$ cat config.mk
export PLATFORM = sky130hd
export DESIGN_NAME = fcs_regs
export DESIGN_NICKNAME = d
export VERILOG_FILES = /design/src/fcs_pkg.sv /design/src/fcs_trap_check.sv /design/src/fcs_tiny_policy.sv /design/src/fcs_regs.sv
export VERILOG_INCLUDE_DIRS = /design/src
export SDC_FILE = /design/constraint.sdc
export NUM_CORES = 1
export LEC_CHECK = 0
export BUFFER_PORTS_ARGS = -buffer_cell sky130_fd_sc_hd__clkbuf_2
export CAP_MARGIN = 20
export CORE_ASPECT_RATIO = 1.75
export CORE_MARGIN = 2
export CORE_UTILIZATION = 48
export DETAILED_ROUTE_END_ITERATION = 8
export PLACE_DENSITY = 0.87
export SLEW_MARGIN = 20
export SYNTH_ARGS = -nofsm -noshare
export SYNTH_HDL_FRONTEND = slang
export SYNTH_HIERARCHICAL = 1
export SYNTH_SLANG_ARGS = --single-unit
$ cat constraint.sdc
create_clock -name mclk -period 1.75 [get_ports mclk]
set_input_delay 0.2625 -clock mclk [delete_from_list [all_inputs] [get_ports mclk]]
set_output_delay 0.2625 -clock mclk [all_outputs]
set_load 0.02 [all_outputs]
$ cat src/fcs_consts.svh
// Purpose: Named offsets, field positions, codes and reset values of the FPU control registers
// Assumes: Included by its bare name from every design file that needs it
// Notes: Definitions only
`ifndef FCS_CONSTS_SVH
`define FCS_CONSTS_SVH

// ==========================================================
// Coprocessor register numbers
`define FCS_REG_MODES 5'h1c
`define FCS_REG_FULL 5'h1f

// ==========================================================
// Full control/status view field positions
`define FCS_CC_HI_MSB 31
`define FCS_CC_HI_LSB 25
`define FCS_FLUSH_DEN 24
`define FCS_CC_LO 23
`define FCS_OVERRIDE 22
`define FCS_NEAR_FLUSH 21
`define FCS_MAC 20
`define FCS_ABS 19
`define FCS_NAN 18
`define FCS_CAUSE_MSB 17
`define FCS_CAUSE_LSB 12
`define FCS_CAUSE_UNIMPL 5
`define FCS_EN_MSB 11
`define FCS_EN_LSB 7
`define FCS_FLAG_MSB 6
`define FCS_FLAG_LSB 2
`define FCS_ROUND_MSB 1
`define FCS_ROUND_LSB 0

// ==========================================================
// Enables-and-modes view field positions
`define FCS_FLUSH_DEN_VIEW 2

// ==========================================================
// Fixed mode values
`define FCS_MAC_VAL 1'b0
`define FCS_ABS_VAL 1'b1
`define FCS_NAN_VAL 1'b1

// ==========================================================
// Rounding mode codes
`define FCS_ROUND_NEAREST 2'h0
`define FCS_ROUND_ZERO 2'h1
`define FCS_ROUND_PLUS 2'h2
`define FCS_ROUND_MINUS 2'h3

// ==========================================================
// Reset values
`define FCS_RST_ROUND 2'h0
`define FCS_RST_BIT 1'b0
`define FCS_RST_EN 5'h00
`define FCS_RST_CAUSE 6'h00
`define FCS_RST_FLAGS 5'h00
`define FCS_RST_CC 8'h00
`define FCS_RST_WORD 32'h0000_0000

`endif

$ cat src/fcs_pkg.sv
// Purpose: Types shared by the FPU control register bank
// Assumes: Field layouts of fcs_consts.svh
// Notes: Exception vectors are ordered invalid, divide-by-zero, overflow, underflow, inexact
package fcs_pkg;

   // ==========================================================
   // Tiny result handling chosen by the flush controls
   typedef enum logic [1:0] {
      FCS_TINY_GRADUAL,
      FCS_TINY_KEEP,
      FCS_TINY_FLUSH_DIR,
      FCS_TINY_NEAREST
   } fcs_tiny_type;

   // ==========================================================
   // Reports from the arithmetic datapath
   typedef struct packed {
      logic done;
      logic [4:0] cause;
      logic denorm_in;
   } fcs_dp_report_type;

   typedef struct packed {
      logic valid;
      logic [2:0] index;
      logic result;
   } fcs_cmp_report_type;

   // ==========================================================
   // Whole state of the register bank
   typedef struct packed {
      logic [1:0] rounding_mode;
      logic flush_denormals;
      logic flush_override;
      logic flush_to_nearest;
      logic fused_multiply_add_mode;
      logic ieee_abs_negate_mode;
      logic ieee_nan_encoding;
      logic [4:0] enables;
      logic [5:0] cause;
      logic [4:0] flags;
      logic [7:0] cc;
      logic trap;
      logic [31:0] rdata;
      logic rvalid;
      fcs_tiny_type tiny;
      logic tiny_pos_smallest_normal_value;
      logic tiny_neg_smallest_normal_value;
      logic denorm_flush;
   } fcs_state_type;

endpackage : fcs_pkg

$ cat src/fcs_trap_check.sv
// Purpose: Detects an enabled exception cause
// Assumes: Enable and cause vectors in the same bit order
// Notes: Purely combinational
`timescale 1ns/1ns
module fcs_trap_check #(
   parameter int N = 5
) (
   input wire logic [N-1:0] enables,
   input wire logic [N-1:0] cause,
   output logic hit
);

   // ==========================================================
   // Match
   assign hit = |(enables & cause);

endmodule : fcs_trap_check

$ cat src/fcs_tiny_policy.sv
// Purpose: Decodes flush and rounding controls into datapath handling of tiny values
// Assumes: Inputs are the register values about to be stored
// Notes: Purely combinational; the caller registers the results
`timescale 1ns/1ns
`include "fcs_consts.svh"
module fcs_tiny_policy (
   input wire logic [1:0] rounding_mode,
   input wire logic flush_denormals,
   input wire logic flush_override,
   input wire logic flush_to_nearest,
   output fcs_pkg::fcs_tiny_type tiny,
   output logic pos_smallest_normal_value,
   output logic neg_smallest_normal_value,
   output logic denorm_flush
);

   // ==========================================================
   // Policy decode
   always_comb begin
      if (flush_override) begin
         tiny = fcs_pkg::FCS_TINY_KEEP;
      end else if (flush_to_nearest && rounding_mode == `FCS_ROUND_NEAREST) begin
         tiny = fcs_pkg::FCS_TINY_NEAREST;
      end else if (flush_denormals || flush_to_nearest) begin
         tiny = fcs_pkg::FCS_TINY_FLUSH_DIR;
      end else begin
         tiny = fcs_pkg::FCS_TINY_GRADUAL;
      end
   end

   // Directed flush: toward the infinity of the sign picks the smallest normal
   assign pos_smallest_normal_value = (tiny == fcs_pkg::FCS_TINY_FLUSH_DIR)
      && (rounding_mode == `FCS_ROUND_PLUS);
   assign neg_smallest_normal_value = (tiny == fcs_pkg::FCS_TINY_FLUSH_DIR)
      && (rounding_mode == `FCS_ROUND_MINUS);
   assign denorm_flush = flush_denormals;

endmodule : fcs_tiny_policy

$ cat src/fcs_regs.sv
// Purpose: Control and status register bank of the floating point coprocessor
// Assumes: Core moves are one-cycle strobes; datapath reports are one-cycle pulses on mclk
// Notes: Read data is registered and appears one cycle after the read strobe
`timescale 1ns/1ns
`include "fcs_consts.svh"

// Behaviour
// - Trap when any exception enable bit and its matching cause bit are set.
// - Trap check runs after datapath cause updates and after register writes.
// - Enables sit at bits 11..7: invalid, divzero, overflow, underflow, inexact.
// - Flush-to-zero on: denormal inputs become zero, tiny results flush by rounding.
// - Flush-to-zero off: denormal input raises the unimplemented operation cause.
// - Rounding field bits 1:0: 00 nearest, 01 zero, 10 plus, 11 minus.
// - Flush override on: keep unbounded exponent, no forcing, no exception.
// - With override and nearest-flush off, tiny handling follows flush-to-zero.
// - Nearest-flush under nearest rounding picks closer of zero or smallest normal.
// - Fused multiply-add mode bit reads zero; multiply-add is unfused.
// - Absolute/negate format bit reads one; quiet NaN inputs never trap.
// - NaN encoding bit reads one: quiet NaN has fraction top bit set.
// - Cause bits 17..12 record the current instruction's exceptions.
// - Sticky flags bits 6..2 accumulate exceptions until software clears them.
// - Eight compare condition codes live at bits 31..25 and bit 23.
// - Enables-and-modes view reads zero at bits 31..12 and 6..3.
module fcs_regs (
   input wire logic mclk,
   input wire logic rst,
   input wire logic cp_wr,
   input wire logic [4:0] cp_wsel,
   input wire logic [31:0] cp_wdata,
   input wire logic cp_rd,
   input wire logic [4:0] cp_rsel,
   output logic [31:0] cp_rdata_r,
   output logic cp_rvalid_r,
   input wire fcs_pkg::fcs_dp_report_type dp_report,
   input wire fcs_pkg::fcs_cmp_report_type cmp_report,
   output logic [1:0] rounding_mode_r,
   output logic flush_denormals_r,
   output logic flush_override_r,
   output logic flush_to_nearest_r,
   output logic fused_multiply_add_mode_r,
   output logic ieee_abs_negate_mode_r,
   output logic ieee_nan_encoding_r,
   output logic denorm_flush_r,
   output fcs_pkg::fcs_tiny_type tiny_policy_r,
   output logic tiny_pos_smallest_normal_value_r,
   output logic tiny_neg_smallest_normal_value_r,
   output logic [7:0] compare_condition_codes_r,
   output logic [4:0] exception_cause_r,
   output logic fp_trap_r
);

   // ==========================================================
   // State and decode
   fcs_pkg::fcs_state_type st_r;
   fcs_pkg::fcs_state_type st_nxt;
   logic wr_full;
   logic wr_view;
   logic [1:0] round_next;
   logic flush_den_next;
   logic override_next;
   logic near_flush_next;
   logic [4:0] en_next;
   logic [5:0] cause_wr;
   logic [5:0] cause_next;
   logic [4:0] flags_wr;
   logic [4:0] flags_next;
   logic trap_hit;
   fcs_pkg::fcs_tiny_type tiny_next;
   logic pos_mn_next;
   logic neg_mn_next;
   logic dflush_next;

   assign wr_full = cp_wr && (cp_wsel == `FCS_REG_FULL);
   assign wr_view = cp_wr && (cp_wsel == `FCS_REG_MODES);

   // ==========================================================
   // Views of the shared storage
   function automatic logic [31:0] full_view(input fcs_pkg::fcs_state_type s);
      logic [31:0] v;
      v = `FCS_RST_WORD;
      v[`FCS_CC_HI_MSB:`FCS_CC_HI_LSB] = s.cc[7:1];
      v[`FCS_FLUSH_DEN] = s.flush_denormals;
      v[`FCS_CC_LO] = s.cc[0];
      v[`FCS_OVERRIDE] = s.flush_override;
      v[`FCS_NEAR_FLUSH] = s.flush_to_nearest;
      v[`FCS_MAC] = s.fused_multiply_add_mode;
      v[`FCS_ABS] = s.ieee_abs_negate_mode;
      v[`FCS_NAN] = s.ieee_nan_encoding;
      v[`FCS_CAUSE_MSB:`FCS_CAUSE_LSB] = s.cause;
      v[`FCS_EN_MSB:`FCS_EN_LSB] = s.enables;
      v[`FCS_FLAG_MSB:`FCS_FLAG_LSB] = s.flags;
      v[`FCS_ROUND_MSB:`FCS_ROUND_LSB] = s.rounding_mode;
      return v;
   endfunction : full_view

   // Unused positions stay at the cleared start value
   function automatic logic [31:0] modes_view(input fcs_pkg::fcs_state_type s);
      logic [31:0] v;
      v = `FCS_RST_WORD;
      v[`FCS_EN_MSB:`FCS_EN_LSB] = s.enables;
      v[`FCS_FLUSH_DEN_VIEW] = s.flush_denormals;
      v[`FCS_ROUND_MSB:`FCS_ROUND_LSB] = s.rounding_mode;
      return v;
   endfunction : modes_view

   // ==========================================================
   // Next values of the writable fields
   // The modes view writes only rounding, flush-to-zero and enables; both views read these back alike
   assign round_next = (wr_full || wr_view) ? cp_wdata[`FCS_ROUND_MSB:`FCS_ROUND_LSB]
                                            : st_r.rounding_mode;
   assign flush_den_next = wr_full ? cp_wdata[`FCS_FLUSH_DEN]
      : wr_view ? cp_wdata[`FCS_FLUSH_DEN_VIEW]
      : st_r.flush_denormals;
   assign override_next = wr_full ? cp_wdata[`FCS_OVERRIDE] : st_r.flush_override;
   assign near_flush_next = wr_full ? cp_wdata[`FCS_NEAR_FLUSH] : st_r.flush_to_nearest;
   assign en_next = (wr_full || wr_view) ? cp_wdata[`FCS_EN_MSB:`FCS_EN_LSB]
                                         : st_r.enables;

   // A datapath cause arriving with a write is merged, not lost
   assign cause_wr = wr_full ? cp_wdata[`FCS_CAUSE_MSB:`FCS_CAUSE_LSB] : `FCS_RST_CAUSE;
   always_comb begin
      cause_next = st_r.cause;
      if (wr_full) begin
         cause_next = cause_wr;
      end
      if (dp_report.done) begin
         cause_next = cause_wr | {1'b0, dp_report.cause};
         // Denormal input without flushing is left to software
         cause_next[`FCS_CAUSE_UNIMPL] = cause_wr[`FCS_CAUSE_UNIMPL]
            | (dp_report.denorm_in & ~st_r.flush_denormals);
      end
   end

   // Set wins over a clearing write in the same cycle
   assign flags_wr = wr_full ? cp_wdata[`FCS_FLAG_MSB:`FCS_FLAG_LSB] : st_r.flags;
   assign flags_next = dp_report.done ? (flags_wr | dp_report.cause) : flags_wr;

   // ==========================================================
   // Trap detect and tiny value policy
   fcs_trap_check #(
      .N(5)
   ) u_trap (
      .enables(en_next),
      .cause(cause_next[4:0]),
      .hit(trap_hit)
   );

   fcs_tiny_policy u_tiny (
      .rounding_mode(round_next),
      .flush_denormals(flush_den_next),
      .flush_override(override_next),
      .flush_to_nearest(near_flush_next),
      .tiny(tiny_next),
      .pos_smallest_normal_value(pos_mn_next),
      .neg_smallest_normal_value(neg_mn_next),
      .denorm_flush(dflush_next)
   );

   // ==========================================================
   // Next state
   always_comb begin
      st_nxt = st_r;
      st_nxt.rounding_mode = round_next;
      st_nxt.flush_denormals = flush_den_next;
      st_nxt.flush_override = override_next;
      st_nxt.flush_to_nearest = near_flush_next;
      st_nxt.enables = en_next;
      st_nxt.cause = cause_next;
      st_nxt.flags = flags_next;
      st_nxt.tiny = tiny_next;
      st_nxt.tiny_pos_smallest_normal_value = pos_mn_next;
      st_nxt.tiny_neg_smallest_normal_value = neg_mn_next;
      st_nxt.denorm_flush = dflush_next;
      // Trap is a pulse: only a fresh cause or a fresh write requests it
      st_nxt.trap = (wr_full || wr_view || dp_report.done) && trap_hit;
      if (wr_full) begin
         st_nxt.cc[7:1] = cp_wdata[`FCS_CC_HI_MSB:`FCS_CC_HI_LSB];
         st_nxt.cc[0] = cp_wdata[`FCS_CC_LO];
      end
      // Compare result beats a write to the same code bit
      if (cmp_report.valid) begin
         st_nxt.cc[cmp_report.index] = cmp_report.result;
      end
      st_nxt.rvalid = cp_rd;
      st_nxt.rdata = `FCS_RST_WORD;
      if (cp_rd) begin
         case (cp_rsel)
            `FCS_REG_FULL: begin
               st_nxt.rdata = full_view(st_r);
            end
            `FCS_REG_MODES: begin
               st_nxt.rdata = modes_view(st_r);
            end
            default: begin
               st_nxt.rdata = `FCS_RST_WORD;
            end
         endcase
      end
   end

   // ==========================================================
   // Register
   always_ff @(posedge mclk) begin
      if (rst) begin
         st_r.rounding_mode <= `FCS_RST_ROUND;
         st_r.flush_denormals <= `FCS_RST_BIT;
         st_r.flush_override <= `FCS_RST_BIT;
         st_r.flush_to_nearest <= `FCS_RST_BIT;
         st_r.fused_multiply_add_mode <= `FCS_MAC_VAL;
         st_r.ieee_abs_negate_mode <= `FCS_ABS_VAL;
         st_r.ieee_nan_encoding <= `FCS_NAN_VAL;
         st_r.enables <= `FCS_RST_EN;
         st_r.cause <= `FCS_RST_CAUSE;
         st_r.flags <= `FCS_RST_FLAGS;
         st_r.cc <= `FCS_RST_CC;
         st_r.trap <= `FCS_RST_BIT;
         st_r.rdata <= `FCS_RST_WORD;
         st_r.rvalid <= `FCS_RST_BIT;
         st_r.tiny <= fcs_pkg::FCS_TINY_GRADUAL;
         st_r.tiny_pos_smallest_normal_value <= `FCS_RST_BIT;
         st_r.tiny_neg_smallest_normal_value <= `FCS_RST_BIT;
         st_r.denorm_flush <= `FCS_RST_BIT;
      end else begin
         st_r <= st_nxt;
      end
   end

   // ==========================================================
   // Outputs
   assign cp_rdata_r = st_r.rdata;
   assign cp_rvalid_r = st_r.rvalid;
   assign rounding_mode_r = st_r.rounding_mode;
   assign flush_denormals_r = st_r.flush_denormals;
   assign flush_override_r = st_r.flush_override;
   assign flush_to_nearest_r = st_r.flush_to_nearest;
   assign fused_multiply_add_mode_r = st_r.fused_multiply_add_mode;
   assign ieee_abs_negate_mode_r = st_r.ieee_abs_negate_mode;
   assign ieee_nan_encoding_r = st_r.ieee_nan_encoding;
   assign denorm_flush_r = st_r.denorm_flush;
   assign tiny_policy_r = st_r.tiny;
   assign tiny_pos_smallest_normal_value_r = st_r.tiny_pos_smallest_normal_value;
   assign tiny_neg_smallest_normal_value_r = st_r.tiny_neg_smallest_normal_value;
   assign compare_condition_codes_r = st_r.cc;
   assign exception_cause_r = st_r.cause[4:0];
   assign fp_trap_r = st_r.trap;

   // ==========================================================
   // Assertions
   a_trap_has_cause: assert property (@(posedge mclk) disable iff (rst)
      st_r.trap |-> |(st_r.enables & st_r.cause[4:0]))
      else $error("trap without enabled cause");

   a_trap_on_write: assert property (@(posedge mclk) disable iff (rst)
      (wr_full && |(cp_wdata[`FCS_EN_MSB:`FCS_EN_LSB] & cp_wdata[16:12])) |=> st_r.trap)
      else $error("write with enabled cause did not trap");

   a_trap_on_dp: assert property (@(posedge mclk) disable iff (rst)
      (dp_report.done && !cp_wr && |(st_r.enables & dp_report.cause)) |=> st_r.trap)
      else $error("datapath cause did not trap");

   a_cause_record: assert property (@(posedge mclk) disable iff (rst)
      (dp_report.done && !cp_wr) |=> st_r.cause[4:0] == $past(dp_report.cause))
      else $error("cause not recorded");

   a_unimpl_denorm: assert property (@(posedge mclk) disable iff (rst)
      (dp_report.done && !cp_wr && dp_report.denorm_in && !st_r.flush_denormals)
      |=> st_r.cause[`FCS_CAUSE_UNIMPL])
      else $error("denormal input did not raise unimplemented cause");

   a_flags_sticky: assert property (@(posedge mclk) disable iff (rst)
      !wr_full |=> (st_r.flags & $past(st_r.flags)) == $past(st_r.flags))
      else $error("sticky flag lost without write");

   a_fixed_bits: assert property (@(posedge mclk) disable iff (rst)
      (cp_rd && cp_rsel == `FCS_REG_FULL)
      |=> cp_rvalid_r && cp_rdata_r[`FCS_MAC:`FCS_NAN] == 3'h3)
      else $error("fixed mode bits wrong");

   a_view_zeros: assert property (@(posedge mclk) disable iff (rst)
      (cp_rd && cp_rsel == `FCS_REG_MODES)
      |=> cp_rdata_r[31:12] == 20'h00000 && cp_rdata_r[6:3] == 4'h0)
      else $error("reserved view bits not zero");

   a_alias_view: assert property (@(posedge mclk) disable iff (rst)
      (wr_view ##1 !cp_wr ##1 (!cp_wr && cp_rd && cp_rsel == `FCS_REG_FULL))
      |=> cp_rdata_r[`FCS_EN_MSB:`FCS_EN_LSB] == $past(cp_wdata[`FCS_EN_MSB:`FCS_EN_LSB], 3))
      else $error("alias view not shared");

   a_rm_written: assert property (@(posedge mclk) disable iff (rst)
      wr_full |=> rounding_mode_r == $past(cp_wdata[`FCS_ROUND_MSB:`FCS_ROUND_LSB]))
      else $error("rounding mode not stored");

   a_cc_capture: assert property (@(posedge mclk) disable iff (rst)
      cmp_report.valid |=> st_r.cc[$past(cmp_report.index)] == $past(cmp_report.result))
      else $error("compare code not captured");

   a_override_keep: assert property (@(posedge mclk) disable iff (rst)
      st_r.flush_override |-> st_r.tiny == fcs_pkg::FCS_TINY_KEEP)
      else $error("override not applied");

   a_nearest_flush: assert property (@(posedge mclk) disable iff (rst)
      (!st_r.flush_override && st_r.flush_to_nearest && st_r.rounding_mode != `FCS_ROUND_NEAREST)
      |-> st_r.tiny == fcs_pkg::FCS_TINY_FLUSH_DIR)
      else $error("nearest flush not directed under other rounding");

   a_denorm_flush: assert property (@(posedge mclk) disable iff (rst)
      wr_full |=> denorm_flush_r == $past(cp_wdata[`FCS_FLUSH_DEN]))
      else $error("denormal flush control not stored");

   c_trap_dp: cover property (@(posedge mclk) disable iff (rst)
      dp_report.done ##1 st_r.trap);
   c_trap_wr: cover property (@(posedge mclk) disable iff (rst)
      wr_view ##1 st_r.trap);
   c_alias: cover property (@(posedge mclk) disable iff (rst)
      wr_view ##2 (cp_rd && cp_rsel == `FCS_REG_FULL));
   c_nearest: cover property (@(posedge mclk) disable iff (rst)
      st_r.tiny == fcs_pkg::FCS_TINY_NEAREST);

endmodule : fcs_regs

==> metrics.md <==
| Metric | Value |
|---|---|
| RSZ-0062 raised after global routing | false |
| Post-synthesis instance total | 339 |
| Worst Skew | 8.05 ps |
| Largest net degree at the start of global routing | 31 |
| CP Max Fanout | 13 |
| Wire length per cell | 13.6 um |
| Hold violation total from the final report | 0 |
| Antenna violations before repair | 0 |
| Commonest non-fill, non-tap cell in the layout | clkbuf_2 |
| Crit. End Element | flip-flop |
| DP Worst Slack | 54.4 ps |
| Static Leak | 0.00165 uW |
| Routability cong. | 0.852 |
| Max VDD drop | 0.000526 V |
| Worst path most repeated cell | nand2_1 |
| Post-synth top area share | 44.1% |
| Detailed placement HPWL | 5.11 mm |
| 1st-iter DRT viols | 106 |
| Setup TNS | 0 ps |
| H-tree levels | 3 |
| Post-Syn Area per Cell | 8.83 um2 |
| Hold crit path type | in2reg |
| Total gr overflow | 0 |
| Worst path max stage delay | 300 ps |
| Seq. cell area | 0.00132 mm2 |
| Post-synthesis async set-or-reset flop share | 0% |
| Die ar. | 0.00691 mm2 |
| Crit path kind | in2reg |
| Synth Register Bits | 66 |
| Rel. slew slack | 63.0% |
| Critical Path AT | 1580 ps |
| Share of cells above drive strength 1 | 34.9% |
| Seq/Total Area, Yosys | 44.1% |
| N_diodes | 0 |
| Reg clk slew, reported paths | 70 ps |
| Post-Route WL | 6.60 mm |
| FMAX | 746 MHz |
| CP Cell Sequence | clkbuf_2, and2_2, a31oi_1, nand2_1, a222oi_1, nand2_1, o211a_1 |
| Delay-heaviest family, CP | compound AO/OA/AOI/OAI gates |
| First drt pass iteration count | 4 |
| Post-CTS setup buffer count | 0 |
| Ports | 118 |
| PD cells | 911 mW/mm2 |
| First-pass GRT wire length | 10.3 mm |
| Netlist cell types | 40 |
| CTS tree | yes |
| Total number of vias | 2445 |
| Root Driver | clkbuf_8 |
| Final worst slack | 409 ps |
| Top FF cell, synth | dfxtp_1 |
| Multi-input gate area | 0.00118 mm2 |
| Vias in the first global route | 2248 |
| Post-route ant nets | 0 |
| Crit path buf inv count | 1 |
| Worst-margin pin slew | 551 ps |
| Core area | 0.00613 mm2 |
| Number of max-cap violations | 0 |
| Crit path required time | 1990 ps |
| Row Count | 38 |
| Synth-to-Final Area Change | 15.2% |
| CTS sink count | 66 |
| EDFF count, synth | 0 |
| Inst Count DP | 469 |
| Routed vias/inst | 5.05 |
| Hold buffer count at CTS | 0 |
| Outcome | completed |
| Bufs on Longest Clock Path | 2 |
| Initial Util | 48.8% |
| Post-Syn Area | 0.00299 mm2 |
| Synth area leader | dfxtp_1 |
| Die X | 63.7 um |
| Skew-Pair Late Insertion Delay | 350 ps |
| Fill count | 569 |
| CP startpoint kind | input port |
| Post-route DRC | 0 |
| PostCTS Resize Cnt | 0 |
| Total GRT Usage | 19.4% |
| Most frequent cells in the layout | 110 x clkbuf_2, 66 x dfxtp_1, 33 x o21ai_0 |
| Final Setup Violations | 0 |
| Die Ht | 108 um |
| Synth area leaders | dfxtp_1 44%, buf_4 14%, and2_1 6.5% |
| Final Cycle Share | 76.6% |
| Fin nets | 458 |
| Slowest CP cell | and2_2 |
| CTS Buf Count | 9 |
| Synth warn | 6 |
| Crit path time final | 1340 ps |
| Post-route non-filler standard cell count | 484 |
| IO Port Bufs | 110 |
| Final Max Slew Viols | 0 |
per-layer routing:
metal,share of wire [%],vias up,GRT usage [%]
met1,40,1103,21.9
met2,51,104,32.5
li1,-,1228,-
met5,0,-,0
met4,2.5,0,10.2
met3,5.8,10,5.83
cell type report:
| type | instances | area share [%] |
|---|---|---|
| sequential | 66 | 38.3 |
| multi-input combinational | 201 | 34.3 |
| timing repair buffer | 119 | 18.3 |
| clock buffer | 13 | 4.90 |
| tap | 80 | 2.90 |
| clock inverter | 2 | 1.02 |
| inverter | 3 | 0.326 |
final timing paths:
path | from | endpoint | slack (ps) | cells after the start
max | cp_wsel[0] | fp_trap_r | 410 | 7
min | cp_wdata[23] | compare_condition_codes_r[0] | 160 | 3
max reg2reg | exception_cause_r[3] | fp_trap_r | 510 | 6
min reg2reg | st_r[61] | cp_rdata_r[10] | 450 | 1
cell usage after synthesis, drive strengths merged, types with 4 or more instances:
master / count
nand2: 21
dfxtp: 66
clkbuf: 10
and2: 32
a21o: 4
nand3: 21
nor2b: 15
o21ai: 33
a31oi: 16
buf: 61
a21oi: 22
metrics by stage:
stage | hold WS, ps | total power [uW] | area [um2] | utilization, %
6_report | 164 | 3140 | 3450 | 56.2
5_1_grt | 160 | 3270 | 3450 | 56.2
4_1_cts | 156 | 3170 | 3450 | 56.2
3_5_place_dp | 434 | 1880 | 3250 | 52.9
3_3_place_gp | 435 | 1870 | 3250 | 52.9
2_1_floorplan | 391 | 1770 | 3000 | -
flip-flops by register name (all words and copies together), names as in the netlist:
register and count:
compare_condition_codes_r 8, cp_rdata_r 30, cp_rvalid_r 1, denorm_flush_r 1
exception_cause_r 5, flush_denormals_r 1, flush_override_r 1, flush_to_nearest_r 1
fp_trap_r 1, rounding_mode_r 2, st_r 11, tiny_neg_smallest_normal_value_r 1
tiny_policy_r 2, tiny_pos_smallest_normal_value_r 1
worst reg2reg max path, delay by kind of cell, from the launching register on:
family / cells / cell delay [ps]
AO/OA/AOI/OAI: 3 / 490
flip-flops: 1 / 330
AND/OR/NAND/NOR: 3 / 310
logic make-up after synthesis:
kind of cell / after synthesis / share of synthesized area [%]
compound gates: 85 / 16.7
buf+inv: 74 / 16.6
flops: 66 / 44.1
simple gates: 109 / 21.1
xor+xnor: 3 / 1.13
other cells: 2 / 0.251
report_power, final:
group	total, uW	internal [uW]	switching [uW]	leakage, uW
clock	1300	765	532	0.000106
sequential	1550	1530	17.4	0.000535
combinational	296	118	177	0.00101
total	3140	2420	727	0.00165
Power figures use the tool's default switching activity.
